<file path="config.mk">
export PLATFORM = sky130hd
export DESIGN_NAME = rtc_divider_rate_ctrl
export DESIGN_NICKNAME = d
export VERILOG_FILES = /design/src/verilog/rtc_pkg.sv /design/src/verilog/rtc_divider_rate_ctrl.sv
export VERILOG_INCLUDE_DIRS = /design/src /design/src/verilog
export SDC_FILE = /design/constraint.sdc
export NUM_CORES = 1
export LEC_CHECK = 0
export ABC_AREA = 1
export BUFFER_PORTS_ARGS = -buffer_cell sky130_fd_sc_hd__clkbuf_2
export CAP_MARGIN = 10
export CORE_MARGIN = 4
export CORE_UTILIZATION = 25
export DETAILED_ROUTE_END_ITERATION = 6
export PLACE_DENSITY = 0.44
export SYNTH_ARGS = -nofsm -noshare
export SYNTH_HDL_FRONTEND = slang
export SYNTH_SLANG_ARGS = --single-unit
</file>
<file path="constraint.sdc">
create_clock -name i_clock -period 2 [get_ports i_clock]
set_input_delay 0.6 -clock i_clock [delete_from_list [all_inputs] [get_ports i_clock]]
set_output_delay 0.6 -clock i_clock [all_outputs]
set_load 0.02 [all_outputs]
</file>
<file path="src/verilog/rtc_defs.svh">
// register indices, field positions and timing counts for the divider and rate control
`ifndef RTC_DEFS_SVH
`define RTC_DEFS_SVH

// ----------------------------------------
// register indices
// ----------------------------------------
`define RTC_IDX_DIV_RATE 8'h0A
`define RTC_IDX_CONFIG 8'h0B
`define RTC_IDX_FLAGS 8'h0C

// ----------------------------------------
// field positions
// ----------------------------------------
`define RTC_UIP_BIT 7
`define RTC_DV_HI 6
`define RTC_DV_LO 4
`define RTC_RS_HI 3
`define RTC_RS_LO 0
`define RTC_PIE_BIT 6
`define RTC_PF_BIT 6
`define RTC_CFG_RSM_MASK 8'h78
`define RTC_CFG_RESET 8'h00

// ----------------------------------------
// divider chain and timing
// ----------------------------------------
`define RTC_OSC_HZ 32768
`define RTC_CHAIN_BITS 15
`define RTC_UIP_LEAD_NS 244000
`define RTC_UIP_LEAD_TICKS ((64'd`RTC_UIP_LEAD_NS * 64'd`RTC_OSC_HZ + 64'd999999999) / 64'd1000000000)
`define RTC_UPD_TICKS 4'h2

`endif

</file>
<file path="src/verilog/rtc_pkg.sv">
// types shared by the divider and rate control logic
package rtc_pkg;

	typedef enum logic [0:0] {
		UPD_IDLE = 1'b0,
		UPD_BUSY = 1'b1
	} upd_state_e;

	typedef logic [2:0] div_sel_t;
	typedef logic [3:0] rate_sel_t;

endpackage : rtc_pkg

</file>
<file path="src/verilog/rtc_divider_rate_ctrl.sv">
// divider chain, periodic rate tap, update-pending status and their registers
`timescale 1ns/1ps
`include "rtc_defs.svh"

module rtc_divider_rate_ctrl
	import rtc_pkg::*;
(
	// clock and reset
	input wire logic i_clock,
	input wire logic i_arst_n,
	// oscillator and resume reset pins
	input wire logic i_osc_32k,
	input wire logic i_rsm_rst_n,
	// indexed register access
	input wire logic [7:0] i_reg_index,
	input wire logic i_reg_wr,
	input wire logic i_reg_rd,
	input wire logic [7:0] i_reg_wdata,
	output logic [7:0] o_reg_rdata,
	// status and events
	output logic o_update_pending,
	output logic o_update_busy,
	output logic o_update_start,
	output logic o_periodic_irq
);

	// ----------------------------------------
	// functions
	// ----------------------------------------
	function automatic logic [15:0] chain_step(input div_sel_t dv);
		case (dv)
			3'h2: chain_step = 16'h0001;
			3'h3: chain_step = 16'h0020;
			3'h4: chain_step = 16'h0400;
			3'h5: chain_step = 16'h8000;
			default: chain_step = 16'h0000;
		endcase
	endfunction : chain_step

	function automatic logic [3:0] tap_width(input rate_sel_t rs);
		case (rs)
			4'h0: tap_width = 4'h0;
			4'h1: tap_width = 4'h7;
			4'h2: tap_width = 4'h8;
			default: tap_width = rs - 4'h1;
		endcase
	endfunction : tap_width

	// true when the chain wraps within the pending lead time at this step size
	function automatic logic near_wrap(input logic [14:0] cnt, input logic [15:0] stp);
		logic [18:0] ahead;
		ahead = {4'h0, cnt} + ({3'h0, stp} * 19'(`RTC_UIP_LEAD_TICKS));
		near_wrap = (ahead >= 19'h08000);
	endfunction : near_wrap

	// ----------------------------------------
	// reset release and pin synchronisers
	// ----------------------------------------
	logic [1:0] rst_sync_ff;
	logic rst_n;
	logic osc_s1_ff, osc_s2_ff, osc_s3_ff;
	logic rsm_s1_ff, rsm_s2_ff;

	always_ff @(posedge i_clock or negedge i_arst_n) begin
		if (!i_arst_n) begin
			rst_sync_ff <= 2'h0;
		end else begin
			rst_sync_ff <= {rst_sync_ff[0], 1'b1};
		end
	end
	assign rst_n = rst_sync_ff[1];

	always_ff @(posedge i_clock or negedge rst_n) begin
		if (!rst_n) begin
			osc_s1_ff <= 1'b0;
			osc_s2_ff <= 1'b0;
			osc_s3_ff <= 1'b0;
			rsm_s1_ff <= 1'b1;
			rsm_s2_ff <= 1'b1;
		end else begin
			osc_s1_ff <= i_osc_32k;
			osc_s2_ff <= osc_s1_ff;
			osc_s3_ff <= osc_s2_ff;
			rsm_s1_ff <= i_rsm_rst_n;
			rsm_s2_ff <= rsm_s1_ff;
		end
	end

	wire osc_tick = osc_s2_ff & ~osc_s3_ff;
	wire rsm_active = ~rsm_s2_ff;

	// ----------------------------------------
	// register decode
	// ----------------------------------------
	div_sel_t dv_ff;
	rate_sel_t rs_ff;
	logic [7:0] cfg_ff;
	logic pf_ff, irq_ff, uip_ff, start_ff;
	logic [7:0] rdata_ff;

	wire wr_a = i_reg_wr & (i_reg_index == `RTC_IDX_DIV_RATE);
	wire wr_b = i_reg_wr & (i_reg_index == `RTC_IDX_CONFIG);
	wire rd_c = i_reg_rd & (i_reg_index == `RTC_IDX_FLAGS);
	wire periodic_irq_enable = cfg_ff[`RTC_PIE_BIT];

	// divider and rate register has no reset at all
	always_ff @(posedge i_clock) begin
		if (wr_a) begin
			dv_ff <= i_reg_wdata[`RTC_DV_HI:`RTC_DV_LO];
			rs_ff <= i_reg_wdata[`RTC_RS_HI:`RTC_RS_LO];
		end
	end

	logic [7:0] nxt_rdata;
	always_comb begin
		nxt_rdata = 8'h00;
		case (i_reg_index)
			`RTC_IDX_DIV_RATE: nxt_rdata = {uip_ff, dv_ff, rs_ff};
			`RTC_IDX_CONFIG: nxt_rdata = cfg_ff;
			`RTC_IDX_FLAGS: nxt_rdata[`RTC_PF_BIT] = pf_ff;
			default: nxt_rdata = 8'h00;
		endcase
	end

	always_ff @(posedge i_clock or negedge rst_n) begin
		if (!rst_n) begin
			rdata_ff <= 8'h00;
			cfg_ff <= `RTC_CFG_RESET;
		end else begin
			if (i_reg_rd) begin
				rdata_ff <= nxt_rdata;
			end
			if (rsm_active) begin
				cfg_ff <= cfg_ff & ~`RTC_CFG_RSM_MASK;
			end else if (wr_b) begin
				cfg_ff <= i_reg_wdata;
			end
		end
	end

	// ----------------------------------------
	// divider chain
	// ----------------------------------------
	logic [14:0] cnt_ff;
	logic [3:0] upd_cnt_ff;
	upd_state_e upd_state_ff;

	wire [15:0] step = chain_step(dv_ff);
	// mode in force next cycle, so pending never lags a divider write
	wire [2:0] nxt_dv = wr_a ? i_reg_wdata[`RTC_DV_HI:`RTC_DV_LO] : dv_ff;
	wire [15:0] nxt_step = chain_step(nxt_dv);
	wire chain_hold = (dv_ff[2:1] == 2'h3);
	wire running = (step != 16'h0000) & ~chain_hold;
	wire [15:0] sum = {1'b0, cnt_ff} + step;
	wire advance = osc_tick & running;
	wire wrap = advance & sum[15];
	wire [14:0] nxt_cnt = chain_hold ? 15'h0000 : (advance ? sum[14:0] : cnt_ff);
	wire [3:0] tap_k = tap_width(rs_ff);
	wire [15:0] tap_mask = (16'h0001 << tap_k) - 16'h0001;
	wire periodic_ev = advance & (tap_k != 4'h0) & ((sum & tap_mask) == 16'h0000);

	upd_state_e nxt_upd_state;
	logic [3:0] nxt_upd_cnt;
	always_comb begin
		nxt_upd_state = upd_state_ff;
		nxt_upd_cnt = upd_cnt_ff;
		case (upd_state_ff)
			UPD_IDLE: begin
				if (wrap) begin
					nxt_upd_state = UPD_BUSY;
					nxt_upd_cnt = `RTC_UPD_TICKS;
				end
			end
			UPD_BUSY: begin
				if (osc_tick) begin
					nxt_upd_cnt = upd_cnt_ff - 4'h1;
					if (upd_cnt_ff == 4'h1) begin
						nxt_upd_state = UPD_IDLE;
					end
				end
			end
			default: nxt_upd_state = UPD_IDLE;
		endcase
	end

	// pending starts a full lead time before the wrap and covers the busy phase
	// held and invalid modes have a zero step and so never look near a wrap
	wire nxt_uip = (nxt_upd_state == UPD_BUSY) | near_wrap(nxt_cnt, nxt_step);

	always_ff @(posedge i_clock or negedge rst_n) begin
		if (!rst_n) begin
			cnt_ff <= 15'h0000;
			upd_cnt_ff <= 4'h0;
			upd_state_ff <= UPD_IDLE;
			uip_ff <= 1'b0;
			start_ff <= 1'b0;
		end else begin
			cnt_ff <= nxt_cnt;
			upd_cnt_ff <= nxt_upd_cnt;
			upd_state_ff <= nxt_upd_state;
			uip_ff <= nxt_uip;
			start_ff <= wrap;
		end
	end

	// ----------------------------------------
	// periodic flag and interrupt
	// ----------------------------------------
	wire flag_clear = rd_c | rsm_active;
	always_ff @(posedge i_clock or negedge rst_n) begin
		if (!rst_n) begin
			pf_ff <= 1'b0;
			irq_ff <= 1'b0;
		end else begin
			pf_ff <= periodic_ev | (pf_ff & ~flag_clear);
			irq_ff <= (periodic_ev & periodic_irq_enable) | (irq_ff & ~flag_clear);
		end
	end

	assign o_reg_rdata = rdata_ff;
	assign o_update_pending = uip_ff;
	assign o_update_busy = upd_state_ff;
	assign o_update_start = start_ff;
	assign o_periodic_irq = irq_ff;
endmodule : rtc_divider_rate_ctrl

</file>
# [After elaboration in Yosys (flattened, before gate mapping)]
# Cells that the tools add are included.
# W data, S select, Z words.
[word_totals] reg_bits=54 latchBits=0 mem_bits_rw=0 romBits=0 input_bits=22 memories=0
[op_classes] addsub=5 multipliers=0 div=0 order_cmp=1 n_eq_ne=18 shift=1 mux=18 bitwise=22 reduce_logical=6
[op_table] op="$pmux W16 S4" count=2
[op_table] op="$mux W15" count=2
[op_table] op="$eq A8 B4 Y1 const B" count=3
[op_table] op="$add A15 B19 Y19" count=1
[op_table] op="$ge A19 B16 Y1 const B" count=1
[op_table] op="$add A15 B16 Y16" count=1
[op_table] op="$and A16 B16 Y16" count=1
[op_table] op="$logic_not A16 Y1" count=1
[op_table] op="$reduce_bool A16 Y1" count=1
[op_table] op="$shl A1 B4 Y16 const A" count=1
[op_table] op="$sub A16 B1 Y16 const B" count=1
[op_table] op="$mux W7" count=2
[op_table] op="$and A1 B1 Y1" count=12
[op_table] op="$eq A3 B2 Y1 const B" count=4
[op_table] op="$eq A3 B3 Y1 const B" count=4
[op_table] op="$pmux W4 S3" count=1
[op_table] op="$pmux W6 S2" count=1
[op_table] op="$eq A4 B1 Y1 const B" count=2
[op_table] op="$mux W4" count=2
[op_table] op="$pmux W4 S2" count=1
[op_table] op="$sub A4 B1 Y4 const B" count=2
[op_table] op="$not A1 Y1" count=5
[op_table] op="$eq A4 B2 Y1 const B" count=1
[op_table] op="$logic_not A4 Y1" count=1
[op_table] op="10 further kinds" count=18

# [Logic depth before layout (Yosys ltp)]
# Gate-level depths: netlist of run 1.
[depth] word_depth=10 ltp_mapped=23 mapped_depth_nobuf=22

# [Worst setup path after synthesis of run 1]
# Ideal clock, no wire load.
[synth_timing] kind="reg-to-reg" start="register rs_ff[0]" end="register irq_ff, in the netlist o_periodic_irq" arrival_ns=2.600 setup_slack_ns=-0.666 stages_incl_launch_ff=23 synth_period_minus_slack_ns=2.666 path_cell_list="edfxtp_1 inv_1 ha_1 nor2_2 nand2_1 nand2_2 nand2_2 nand2_2 buf_6 nand3_2 ha_1 inv_1 a21oi_1 nand2_1 a21oi_1 nand2_1 nor2_2 nand2_1 nor2_1 nand2_1 nor2_1 nand3_1 nand2_1"
[synth_via] elab_chain_len=9 word_cells_on_any_way=14 cone_classes="add/sub: 2; eq/ne: 2; shift: 1; mux: 1; bitwise: 5; reduce/logical: 3"
[synth_rtl] element="from (decl)" line="rtc_divider_rate_ctrl.sv:96" text="rate_sel_t rs_ff;"
[synth_rtl] element="from (signal assigned)" line="rtc_divider_rate_ctrl.sv:110" text="rs_ff <= i_reg_wdata[`RTC_RS_HI:`RTC_RS_LO];"
[synth_rtl] element="$sub A4 B1 Y4, or another cell as far along" line="rtc_divider_rate_ctrl.sv:45" text="default: tap_width = rs - 4'h1;"
[synth_rtl] element="$pmux W4 S3 *" line="rtc_divider_rate_ctrl.sv:41" text="case (rs)"
[synth_rtl] element="$shl A1 B4 Y16" line="rtc_divider_rate_ctrl.sv:159" text="wire [15:0] tap_mask = (16'h0001 << tap_k) - 16'h0001;"
[synth_rtl] element="$sub A16 B1 Y16" line="rtc_divider_rate_ctrl.sv:159"
[synth_rtl] element="$and A16 B16 Y16" line="rtc_divider_rate_ctrl.sv:160" text="wire periodic_ev = advance & (tap_k != 4'h0) & ((sum & tap_mask) == 16'h0000);"
[synth_rtl] element="$logic_not A16 Y1" line="rtc_divider_rate_ctrl.sv:160"
[synth_rtl] element="$and A1 B1 Y1 *" line="rtc_divider_rate_ctrl.sv:160"
[synth_rtl] element="$and A1 B1 Y1 *" line="rtc_divider_rate_ctrl.sv:216" text="irq_ff <= (periodic_ev & periodic_irq_enable) | (irq_ff & ~flag_clear);"
[synth_rtl] element="$or A1 B1 Y1 *" line="rtc_divider_rate_ctrl.sv:216"
[synth_rtl] element="to (signal assigned)" line="rtc_divider_rate_ctrl.sv:216"
[synth_rtl] element="to (decl)" line="rtc_divider_rate_ctrl.sv:98" text="logic pf_ff, irq_ff, uip_ff, start_ff;"
# Every way passes the cells marked *; elsewhere a longest branch is shown, timed or not.
# A chain may end at the register's enable or synchronous reset.

# [Worst setup path after layout of run 1]
[layout_timing] start="register rs_ff[1]" end="register irq_ff, in the netlist o_periodic_irq"
# Same word-level chain as after synthesis.

==> results of run 1 <==
[path summary, 6_finish.rpt]
kind	slack (ps)	depth (start not counted)	to
max	-730	21	o_periodic_irq
min	80	1	rst_sync_ff[1]
max reg2reg	-730	21	o_periodic_irq
min reg2reg	250	0	o_reg_rdata[6]
max in group asynchronous	1230	1	o_update_pending
min in group i_clock	360	0	rsm_s2_ff
[cell usage after synthesis (all sizes together), types with 2 or more instances]
library cell / n / area (um2)
xor2: 8 / 70.1
buf: 2 / 16.3
ha: 16 / 200
nand4: 8 / 50.1
edfxtp: 4 / 120
nor3: 16 / 80.1
dfrtp: 45 / 1130
a31oi: 7 / 43.8
o21ai: 27 / 135
nor2: 57 / 272
o22ai: 2 / 12.5
nand3: 39 / 245
mux2: 5 / 56.3
a21boi: 2 / 18.8
xnor2: 3 / 26.3
nand2: 130 / 528
nand3b: 2 / 15.0
inv: 78 / 293
nor4: 5 / 58.8
dfxtp: 3 / 60.1
clkbuf: 4 / 15.0
a21oi: 22 / 136
o211ai: 2 / 15.0
or2: 2 / 12.5
dfstp: 2 / 52.6
[stage by stage]
step           worst slack (ps)  total power, uW  TNS [ps]  utilization (%)
2_1_floorplan              -605             2340     -2080                -
6_report                   -729             4850     -4210             41.0
4_1_cts                    -801             4610     -4880             39.3
3_3_place_gp               -809             3240     -7280             34.9
3_5_place_dp               -875             3250     -7900             34.9
5_1_grt                    -967             5170     -6030             41.0
[kinds of logic after synthesis]
logic type               after synthesis
multiplexers                           5
AND/OR/NAND/NOR                      260
AO/OA/AOI/OAI                         67
other                                  1
flip-flops                            54
XOR/XNOR                              11
buffers and inverters                 84
adder cells (fa/ha/maj)               16
[final cells by class]
cell class	instances	area, um2	share of cell area [%]
clock inverter	1	5.00	0.0840
tap	184	230	3.86
clock buffer	7	143	2.39
sequential	54	1360	22.9
timing repair buffer	177	1330	22.3
inverter	78	295	4.95
multi-input combinational	360	2600	43.6
[critical path, cell delays in order, from the launching register on]
cell and delay [ps]:
edfxtp_1 440, inv_2 130, ha_2 230, nor2_4 40, buf_4 120, nand2_1 60, nand2_2 70, a21oi_4 190
nand2_2 120, ha_4 270, inv_2 30, a21oi_2 120, nand2_1 60, a21oi_1 110, nand2_1 80, nor2_2 80
nand2_1 50, nor2_1 110, nand2_1 90, nor2_2 120, nand3_1 90, nand2_1 60
[flip-flops by register name (all words and copies together), names as in the netlist, 2 cells and up]
name         flops
cnt_ff          15
cfg_ff           8
o_reg_rdata      8
rs_ff            4
upd_cnt_ff       4
dv_ff            3
rst_sync_ff      2
[layer usage]
metal | wire (um) | vias up
met5 | 0 | -
met4 | 243 | 0
met3 | 307 | 16
met2 | 5990 | 51
met1 | 5240 | 1846
li1 | - | 1966
[where the power goes]
group	internal (uW)	switching, uW	total (uW)
clock network	498	389	886
logic	1200	1270	2470
registers	1300	188	1490
total	3000	1850	4850
[repair_timing]
item | CTS | global route
buffers inserted | 22 | 10
endpoints found under the setup margin | 19 | 19
pin swaps | 42 | 47
gates resized for setup | 82 | 56
==> impl_metrics.yaml, run 1 <==
die:
  io_pins: 34
  die_h_um: 130
  die_w_um: 130
  rows: 44
  core_um2: 14500
  die_area_um2: 16800
  initial_core_util_pct: 25.5
global_routing:
  grt_pass1_wl_um: 19400
  grt_pass1_vias: 4085
  antenna_found_initial: 0
  grt_use_met2_pct: 25.8
  track_usage_pct: 14.4
  grt.busiest_layer: "met2"
  grtUsageMet3_pct: 1.80
  grtUsageMet1_pct: 17.6
  grt_overflow: 0
  grt_max_degree: 25
worst_setup_path:
  cp_data_arrival_time_ps: 2960
  crit_start: "rs_ff[1]"
  worstPathRequired_ps: 2230
  critPathKind: "reg2reg"
  timing.critical_path.fanout_max: 4
  critPathLaunchType: "flip-flop"
  rr_startpoint: "rs_ff[1]"
  crit_path_end_kind: "flip-flop"
pwr:
  p_leak_uw: 0.00294
  power_density_nw_per_um2: 813
  peakVddDrop_mv: 0.771
placement:
  numPortBuffers: 33
  dp_hpwl_um: 8880
  gp_congestion: 0.868
  place_area_um2: 5070
  dp.cells: 832
clocking:
  clkSinkCount: 54
  clockBufferDepth: 2
  cts_htree_levels: 2
  tritoncts: "done"
  clock_latency_ps: 300
  cts_hold_buf: 0
  clockRootBuffer: "clkbuf_16"
  numCtsBuffers: 5
  path_clk_slew_ps: 70
route:
  wl_per_cell_um: 13.7
  first_iter_violations: 141
  routed_wl_um: 11800
  vias: 3879
  drc: 0
  final_antenna_net_count: 0
  dr.pass1.iters: 4
  vias_per_cell: 4.51
yosys:
  synth-seq-cells: 54
  seq_area_frac_synth_pct: 36.7
  yosys.area_share.adder_pct: 5.40
  synth_top_family_by_area: "simple AND/OR/NAND/NOR gates"
  synth_cell_types: 47
  synthArstFlopShare_pct: 87.0
  syn-num-nets: 536
  netlist_instances: 498
  synth_edf_count: 4
  synth_xor_area_share_pct: 2.60
  muxShareOfSynthArea_pct: 1.52
  yosysWarningCount: 0
  syn_area_um2: 3710
  synth_compound_area_share_pct: 10.8
  synthSimpleGateAreaFrac_pct: 34.2
  synth_ff_type: "dfrtp_1"
  avgSynthCellArea_um2: 7.44
sta:
  final.period_utilization_pct: 136
  hold_viol: 0
  worst_slew_pin_slew_ps: 572
  slew_violations: 0
  fin_hold_ws_ps: 78.2
  post-route-min-period_ps: 2730
  fin_ws_ps: -729
  rsz0062_at_grt: "yes"
  clock_skew_ps: 7.43
  relSlewSlack_pct: 61.6
  finalSetupViolCount: 14
  max_freq_mhz: 366
cells_and_area:
  fin_area_um2: 5960
  syn_to_final_growth_pct: 60.7
  antenna_cells: 0
  final_cells: 861
  final_common_cell: "buf_4"
  fill_cells: 1470
  drive_above_1_share_pct: 48.2
  layout_common_cells: "buf_4 (125), nand2_1 (96), inv_1 (65), dfrtp_1 (44), clkbuf_2 (33)"
  fin_nets: 714
run:
  maxCapViolations: 0
status:
  violations: "negative setup slack"
  outcome: "complete, but fails checks"
hold_path:
  hold_class: "in2async"
Note: power is estimated with default switching activity, not from simulation.
==> inputs of run 2 (changes only) <==
- ABC_AREA: 1 -> default
- MAX_ROUTING_LAYER: default -> met4
==> run 2 against run 1 <==
Net effect:
- the flow still finishes with violations (negative setup slack)
- routed wire length down 11%
- synthesized cell count down 24%
- via count down 13%
- worst hold slack lost 5.9 ps
- fmax shrank 10%
- highest routed layer unchanged
==> impl_metrics.yaml, run 2 <==
clocking:
  clkSinkCount: 54
  clock_latency_ps: 300
  numCtsBuffers: 5
  path_clk_slew_ps: 70
  clockBufferDepth: 2
  cts_hold_buf: 0
  clockRootBuffer: "clkbuf_16"
  cts_htree_levels: 2
  tritoncts: "done"
yosys:
  synth_largest_area_cell: "dfrtp_1"
  synth_xor_area_share_pct: 6.85
  synth_ff_type: "dfrtp_1"
  syn_area_um2: 3450
  synth_top_family_by_area: "simple AND/OR/NAND/NOR gates"
  avgSynthCellArea_um2: 9.16
  yosys.area_share.adder_pct: 5.80
  synthSimpleGateAreaFrac_pct: 21.4
  yosysWarningCount: 0
  muxShareOfSynthArea_pct: 2.54
  seq_area_frac_synth_pct: 39.4
  synthArstFlopShare_pct: 87.0
  synth_cell_types: 68
  netlist_instances: 377
  synth_edf_count: 4
  synth_top_area_share_pct: 32.6
  synthTopCellsByCount: "dfrtp_1 (45), nor2_1 (42), nand2_1 (31)"
  syn-num-nets: 415
  synth_compound_area_share_pct: 20.2
  synth.area.top_cells: "dfrtp_1 (33%), ha_1 (5.8%), nor2_1 (4.6%), xor2_1 (4.1%), a21oi_1 (3.8%)"
  yosysMostFrequentCell: "dfrtp_1"
  synth-seq-cells: 54
hold_path:
  hold_class: "in2async"
placement:
  place_area_um2: 4830
  gp_congestion: 0.853
  dp_hpwl_um: 8370
  numPortBuffers: 33
route:
  drc: 0
  first_iter_violations: 169
  wl_per_cell_um: 14.6
  vias: 3379
  routed_wl_um: 10500
  dr.pass1.iters: 4
  vias_per_cell: 4.71
  final_antenna_net_count: 0
sta:
  fin_hold_ws_ps: 72.4
  relSlewSlack_pct: 63.3
  hold_viol: 0
  rsz0062_at_grt: "yes"
  fin_ws_ps: -1030
  fin_setup_tns_ps: -8980
  final.period_utilization_pct: 152
  slew_violations: 0
  post-route-min-period_ps: 3030
  worst_slew_pin_slew_ps: 548
  finalSetupViolCount: 18
  clock_skew_ps: 10.1
  max_freq_mhz: 330
status:
  outcome: "complete, but fails checks"
  violations: "negative setup slack"
cells_and_area:
  fin_area_um2: 5380
  drive_above_1_share_pct: 48.2
  largest_reg_flops: 15
  syn_to_final_growth_pct: 55.9
  final_common_cell: "buf_4"
  fin_nets: 579
  antenna_cells: 0
  regMostFlops: "cnt_ff"
  layout_common_cells: "buf_4 (138), dfrtp_1 (44), nor2_1 (40), clkbuf_2 (33), nand2_1 (26)"
die:
  die_area_um2: 15800
  initial_core_util_pct: 25.8
  die_w_um: 126
  core_um2: 13400
  rows: 42
  die_h_um: 126
  io_pins: 34
worst_setup_path:
  crit_path_end_kind: "flip-flop"
  worstPathRequired_ps: 2170
  critPathKind: "reg2reg"
  timing.critical_path.fanout_max: 8
  cp_data_arrival_time_ps: 3210
  critPathLaunchType: "flip-flop"
run:
  maxCapViolations: 0
pwr:
  power_density_nw_per_um2: 485
  peakVddDrop_mv: 0.372
  power_uw: 2610
  p_leak_uw: 0.00246
global_routing:
  grt_overflow: 0
  antenna_found_initial: 0
  grt_max_degree: 23
  track_usage_pct: 13.9
  grt_pass1_wl_um: 17500
  grt_pass1_vias: 3548
-- run 2: layout make-up --
type	count	area, um2
fillers	1337	8020
flip-flops and latches	54	1360
clock inverters	1	8.76
multi-input cells	294	2350
well taps	176	220
inverters	14	57.6
repair buffers	172	1210
clock buffers	7	164
-- run 2: metal layers --
metal	routed length (um)	GRT usage, %
met3	231	2.30
met2	5060	22.2
met4	70	2.42
met5	0	-
met1	5120	18.8
-- run 2: stage by stage --
step | utilization [%] | worst slack, ps | std cells
2_1_floorplan | - | -1130 | 377
3_3_place_gp | 36.0 | -1200 | 690
3_5_place_dp | 36.0 | -1190 | 690
4_1_cts | 39.4 | -1060 | 713
5_1_grt | 40.1 | -1240 | 718
6_report | 40.1 | -1030 | 718
-- run 2: timing repair --
| action | in CTS | in global routing |
|---|---|---|
| cloned | 0 | 0 |
| endpoints found under the setup margin | 19 | 23 |
| pin swaps | 21 | 15 |
| buffers inserted | 15 | 5 |
| gates resized for setup | 32 | 11 |
-- run 2: worst paths after layout --
kind / start / end / slack [ps] / depth (start not counted)
max reg2reg: rs_ff[1] / o_periodic_irq / -1030 / 12
max in group asynchronous: rst_sync_ff[1] / cnt_ff[6] / 1130 / 1
min: i_arst_n / rst_sync_ff[1] / 70 / 1
min in group i_clock: osc_s1_ff / osc_s2_ff / 350 / 0
min reg2reg: rst_sync_ff[1] / cfg_ff[7] / 250 / 0
max: rs_ff[1] / o_periodic_irq / -1030 / 12
-- run 2: report_power, final --
group	internal (uW)	switching, uW	total (uW)
logic	222	205	427
registers	1150	41.6	1190
clock network	580	408	988
total	1950	655	2610
-- run 2: logic make-up after synthesis --
logic type	Yosys count
multiplexers	8
other	1
buffers and inverters	29
adder cells (fa/ha/maj)	16
XOR/XNOR	27
AO/OA/AOI/OAI	96
flip-flops	54
AND/OR/NAND/NOR	146
-- run 2: worst max-delay path, cell delays in order, from the launching register on --
cell	delay [ps]
edfxtp_1	450
buf_4	180
ha_4	160
or3_4	350
a21oi_4	150
o21ai_2	70
or3_4	390
ha_4	210
or4b_4	480
nand4_1	70
and4b_1	190
o211ai_1	120
o21ai_1	100
==> inputs of run 3 (changes only) <==
- CORE_MARGIN: 4 -> default
- REMOVE_ABC_BUFFERS: default -> 1
==> run 3 against run 2 <==
Net effect:
- the flow still finishes with violations (negative setup slack)
- sequential share of layout area fell by 0.98 points
- routed wire length rose by 4.9%
- worst hold slack barely moved
- register-to-register slack got worse by 50 ps
- power rose by 0.89%
- largest cell class unchanged
==> impl_metrics.yaml, run 3 (same netlist as run 2, synthesis figures left out) <==
die:
  core_um2: 13300
  die_w_um: 120
  die_area_um2: 14300
  rows: 42
  io_pins: 34
  die_h_um: 120
  initial_core_util_pct: 25.9
sta:
  clock_skew_ps: 5.97
  relSlewSlack_pct: 60.0
  final.period_utilization_pct: 154
  slew_violations: 0
  fin_ws_ps: -1080
  rsz0062_at_grt: "yes"
  max_freq_mhz: 325
  worst_slew_pin_slew_ps: 601
  finalSetupViolCount: 17
  post-route-min-period_ps: 3080
  hold_viol: 0
clocking:
  clockBufferDepth: 2
  cts_htree_levels: 2
  clockRootBuffer: "clkbuf_16"
  clkSinkCount: 54
  tritoncts: "done"
  numCtsBuffers: 5
  path_clk_slew_ps: 80
  clock_latency_ps: 290
cells_and_area:
  multi_input_area_um2: 2530
  final_common_cell: "buf_4"
  fin_nets: 580
  antenna_cells: 0
  fin_area_um2: 5600
  register_area_um2: 1360
  regMostFlops: "cnt_ff"
  largest_reg_flops: 15
  drive_above_1_share_pct: 51.4
  fill_cells: 1352
  syn_to_final_growth_pct: 62.2
  layout_common_cells: "buf_4 (127), dfrtp_1 (44), nor2_1 (38), clkbuf_2 (33)"
global_routing:
  grt_max_degree: 46
  grt_pass1_wl_um: 17700
  track_usage_pct: 16.0
  grt_overflow: 0
  antenna_found_initial: 0
  grt_pass1_vias: 3590
route:
  wl_per_cell_um: 15.3
  first_iter_violations: 154
  vias_per_cell: 4.77
  final_antenna_net_count: 0
  routed_wl_um: 11000
  drc: 0
  dr.pass1.iters: 4
  vias: 3432
hold_path:
  hold_class: "in2async"
worst_setup_path:
  r2r_end: "o_periodic_irq"
  critPathKind: "reg2reg"
  critPathLaunchType: "flip-flop"
  reg2regPathDepth: 12
  worstPathRequired_ps: 2170
  timing.critical_path.fanout_max: 3
  crit_path_end: "o_periodic_irq"
  rr_startpoint: "rs_ff[0]"
  r2r_slack_ps: -1080
  crit_path_end_kind: "flip-flop"
  crit_start: "rs_ff[0]"
  cp_data_arrival_time_ps: 3250
placement:
  dp_hpwl_um: 8000
  place_area_um2: 4680
  numPortBuffers: 33
  post-place-ws_ps: -1640
  gp_congestion: 0.809
run:
  maxCapViolations: 0
pwr:
  peakVddDrop_mv: 0.404
  power_uw: 2630
  power_density_nw_per_um2: 470
  p_leak_uw: 0.00251
status:
  violations: "negative setup slack"
  outcome: "complete, but fails checks"
run 3: cell count changes in the layout (fill, tap and decap cells not counted), sizes merged:
cell      before  now
buf          139  140
clkbuf        40   39
clkinvlp       0    1
run 3: stage by stage:
step / utilization [%] / cells / TNS (ps) / hold slack [ps]
5_1_grt: 41.9 / 719 / -10880 / 70.1
3_5_place_dp: 35.1 / 693 / -14160 / 342
3_3_place_gp: 35.1 / 693 / -13820 / 342
6_report: 41.9 / 719 / -9230 / 72.5
4_1_cts: 40.3 / 710 / -8620 / 65.6
2_1_floorplan: - / 362 / -8940 / 304
run 3: how the worst min path moves through the flow:
stage / start / endpoint / slack [ps] / cells after the start
after floorplan: i_arst_n / rst_sync_ff[0] / 300 / 0
after global placement: rst_sync_ff[0] / rst_sync_ff[1] / 340 / 0
after detailed placement: osc_s1_ff / osc_s2_ff / 340 / 0
after CTS: i_arst_n / rst_sync_ff[1] / 70 / 1
after global routing: i_arst_n / rst_sync_ff[1] / 70 / 1
final: i_arst_n / rst_sync_ff[1] / 70 / 1
run 3: final cells by class:
type / instances / area share [%]
multi-input cells: 294 / 45.2
flip-flops and latches: 54 / 24.3
repair buffers: 173 / 22.6
well taps: 176 / 3.93
clock buffers: 6 / 2.68
inverters: 14 / 0.939
clock inverters: 2 / 0.335
run 3: worst max-delay path: stages (launching register included):
cell,delay [ps]
edfxtp_1,430
buf_6,150
ha_4,150
or3_4,410
a21oi_4,170
o21ai_2,80
or3_4,390
ha_4,190
or4b_4,500
nand4_1,80
and4b_1,190
o211ai_1,120
o21ai_1,100
run 3: report_power, final:
part	internal (uW)	switching (uW)
Clock	550	425
Combinational	236	231
Sequential	1150	38.7
Total	1940	694
run 3: timing repair:
item,in CTS,in global routing
pin swaps,46,28
buffers inserted,12,12
gates resized for setup,98,25
endpoints found under the setup margin,19,26
hold buffers,0,0
run 3: metal layers:
metal  vias to the layer above  GRT usage (%)  wire (um)
met3                        14           1.57        187
met5                         -              -          0
met1                      1681           20.6       5220
li1                       1705              -          -
met4                         0           3.98        151
met2                        32           27.2       5450
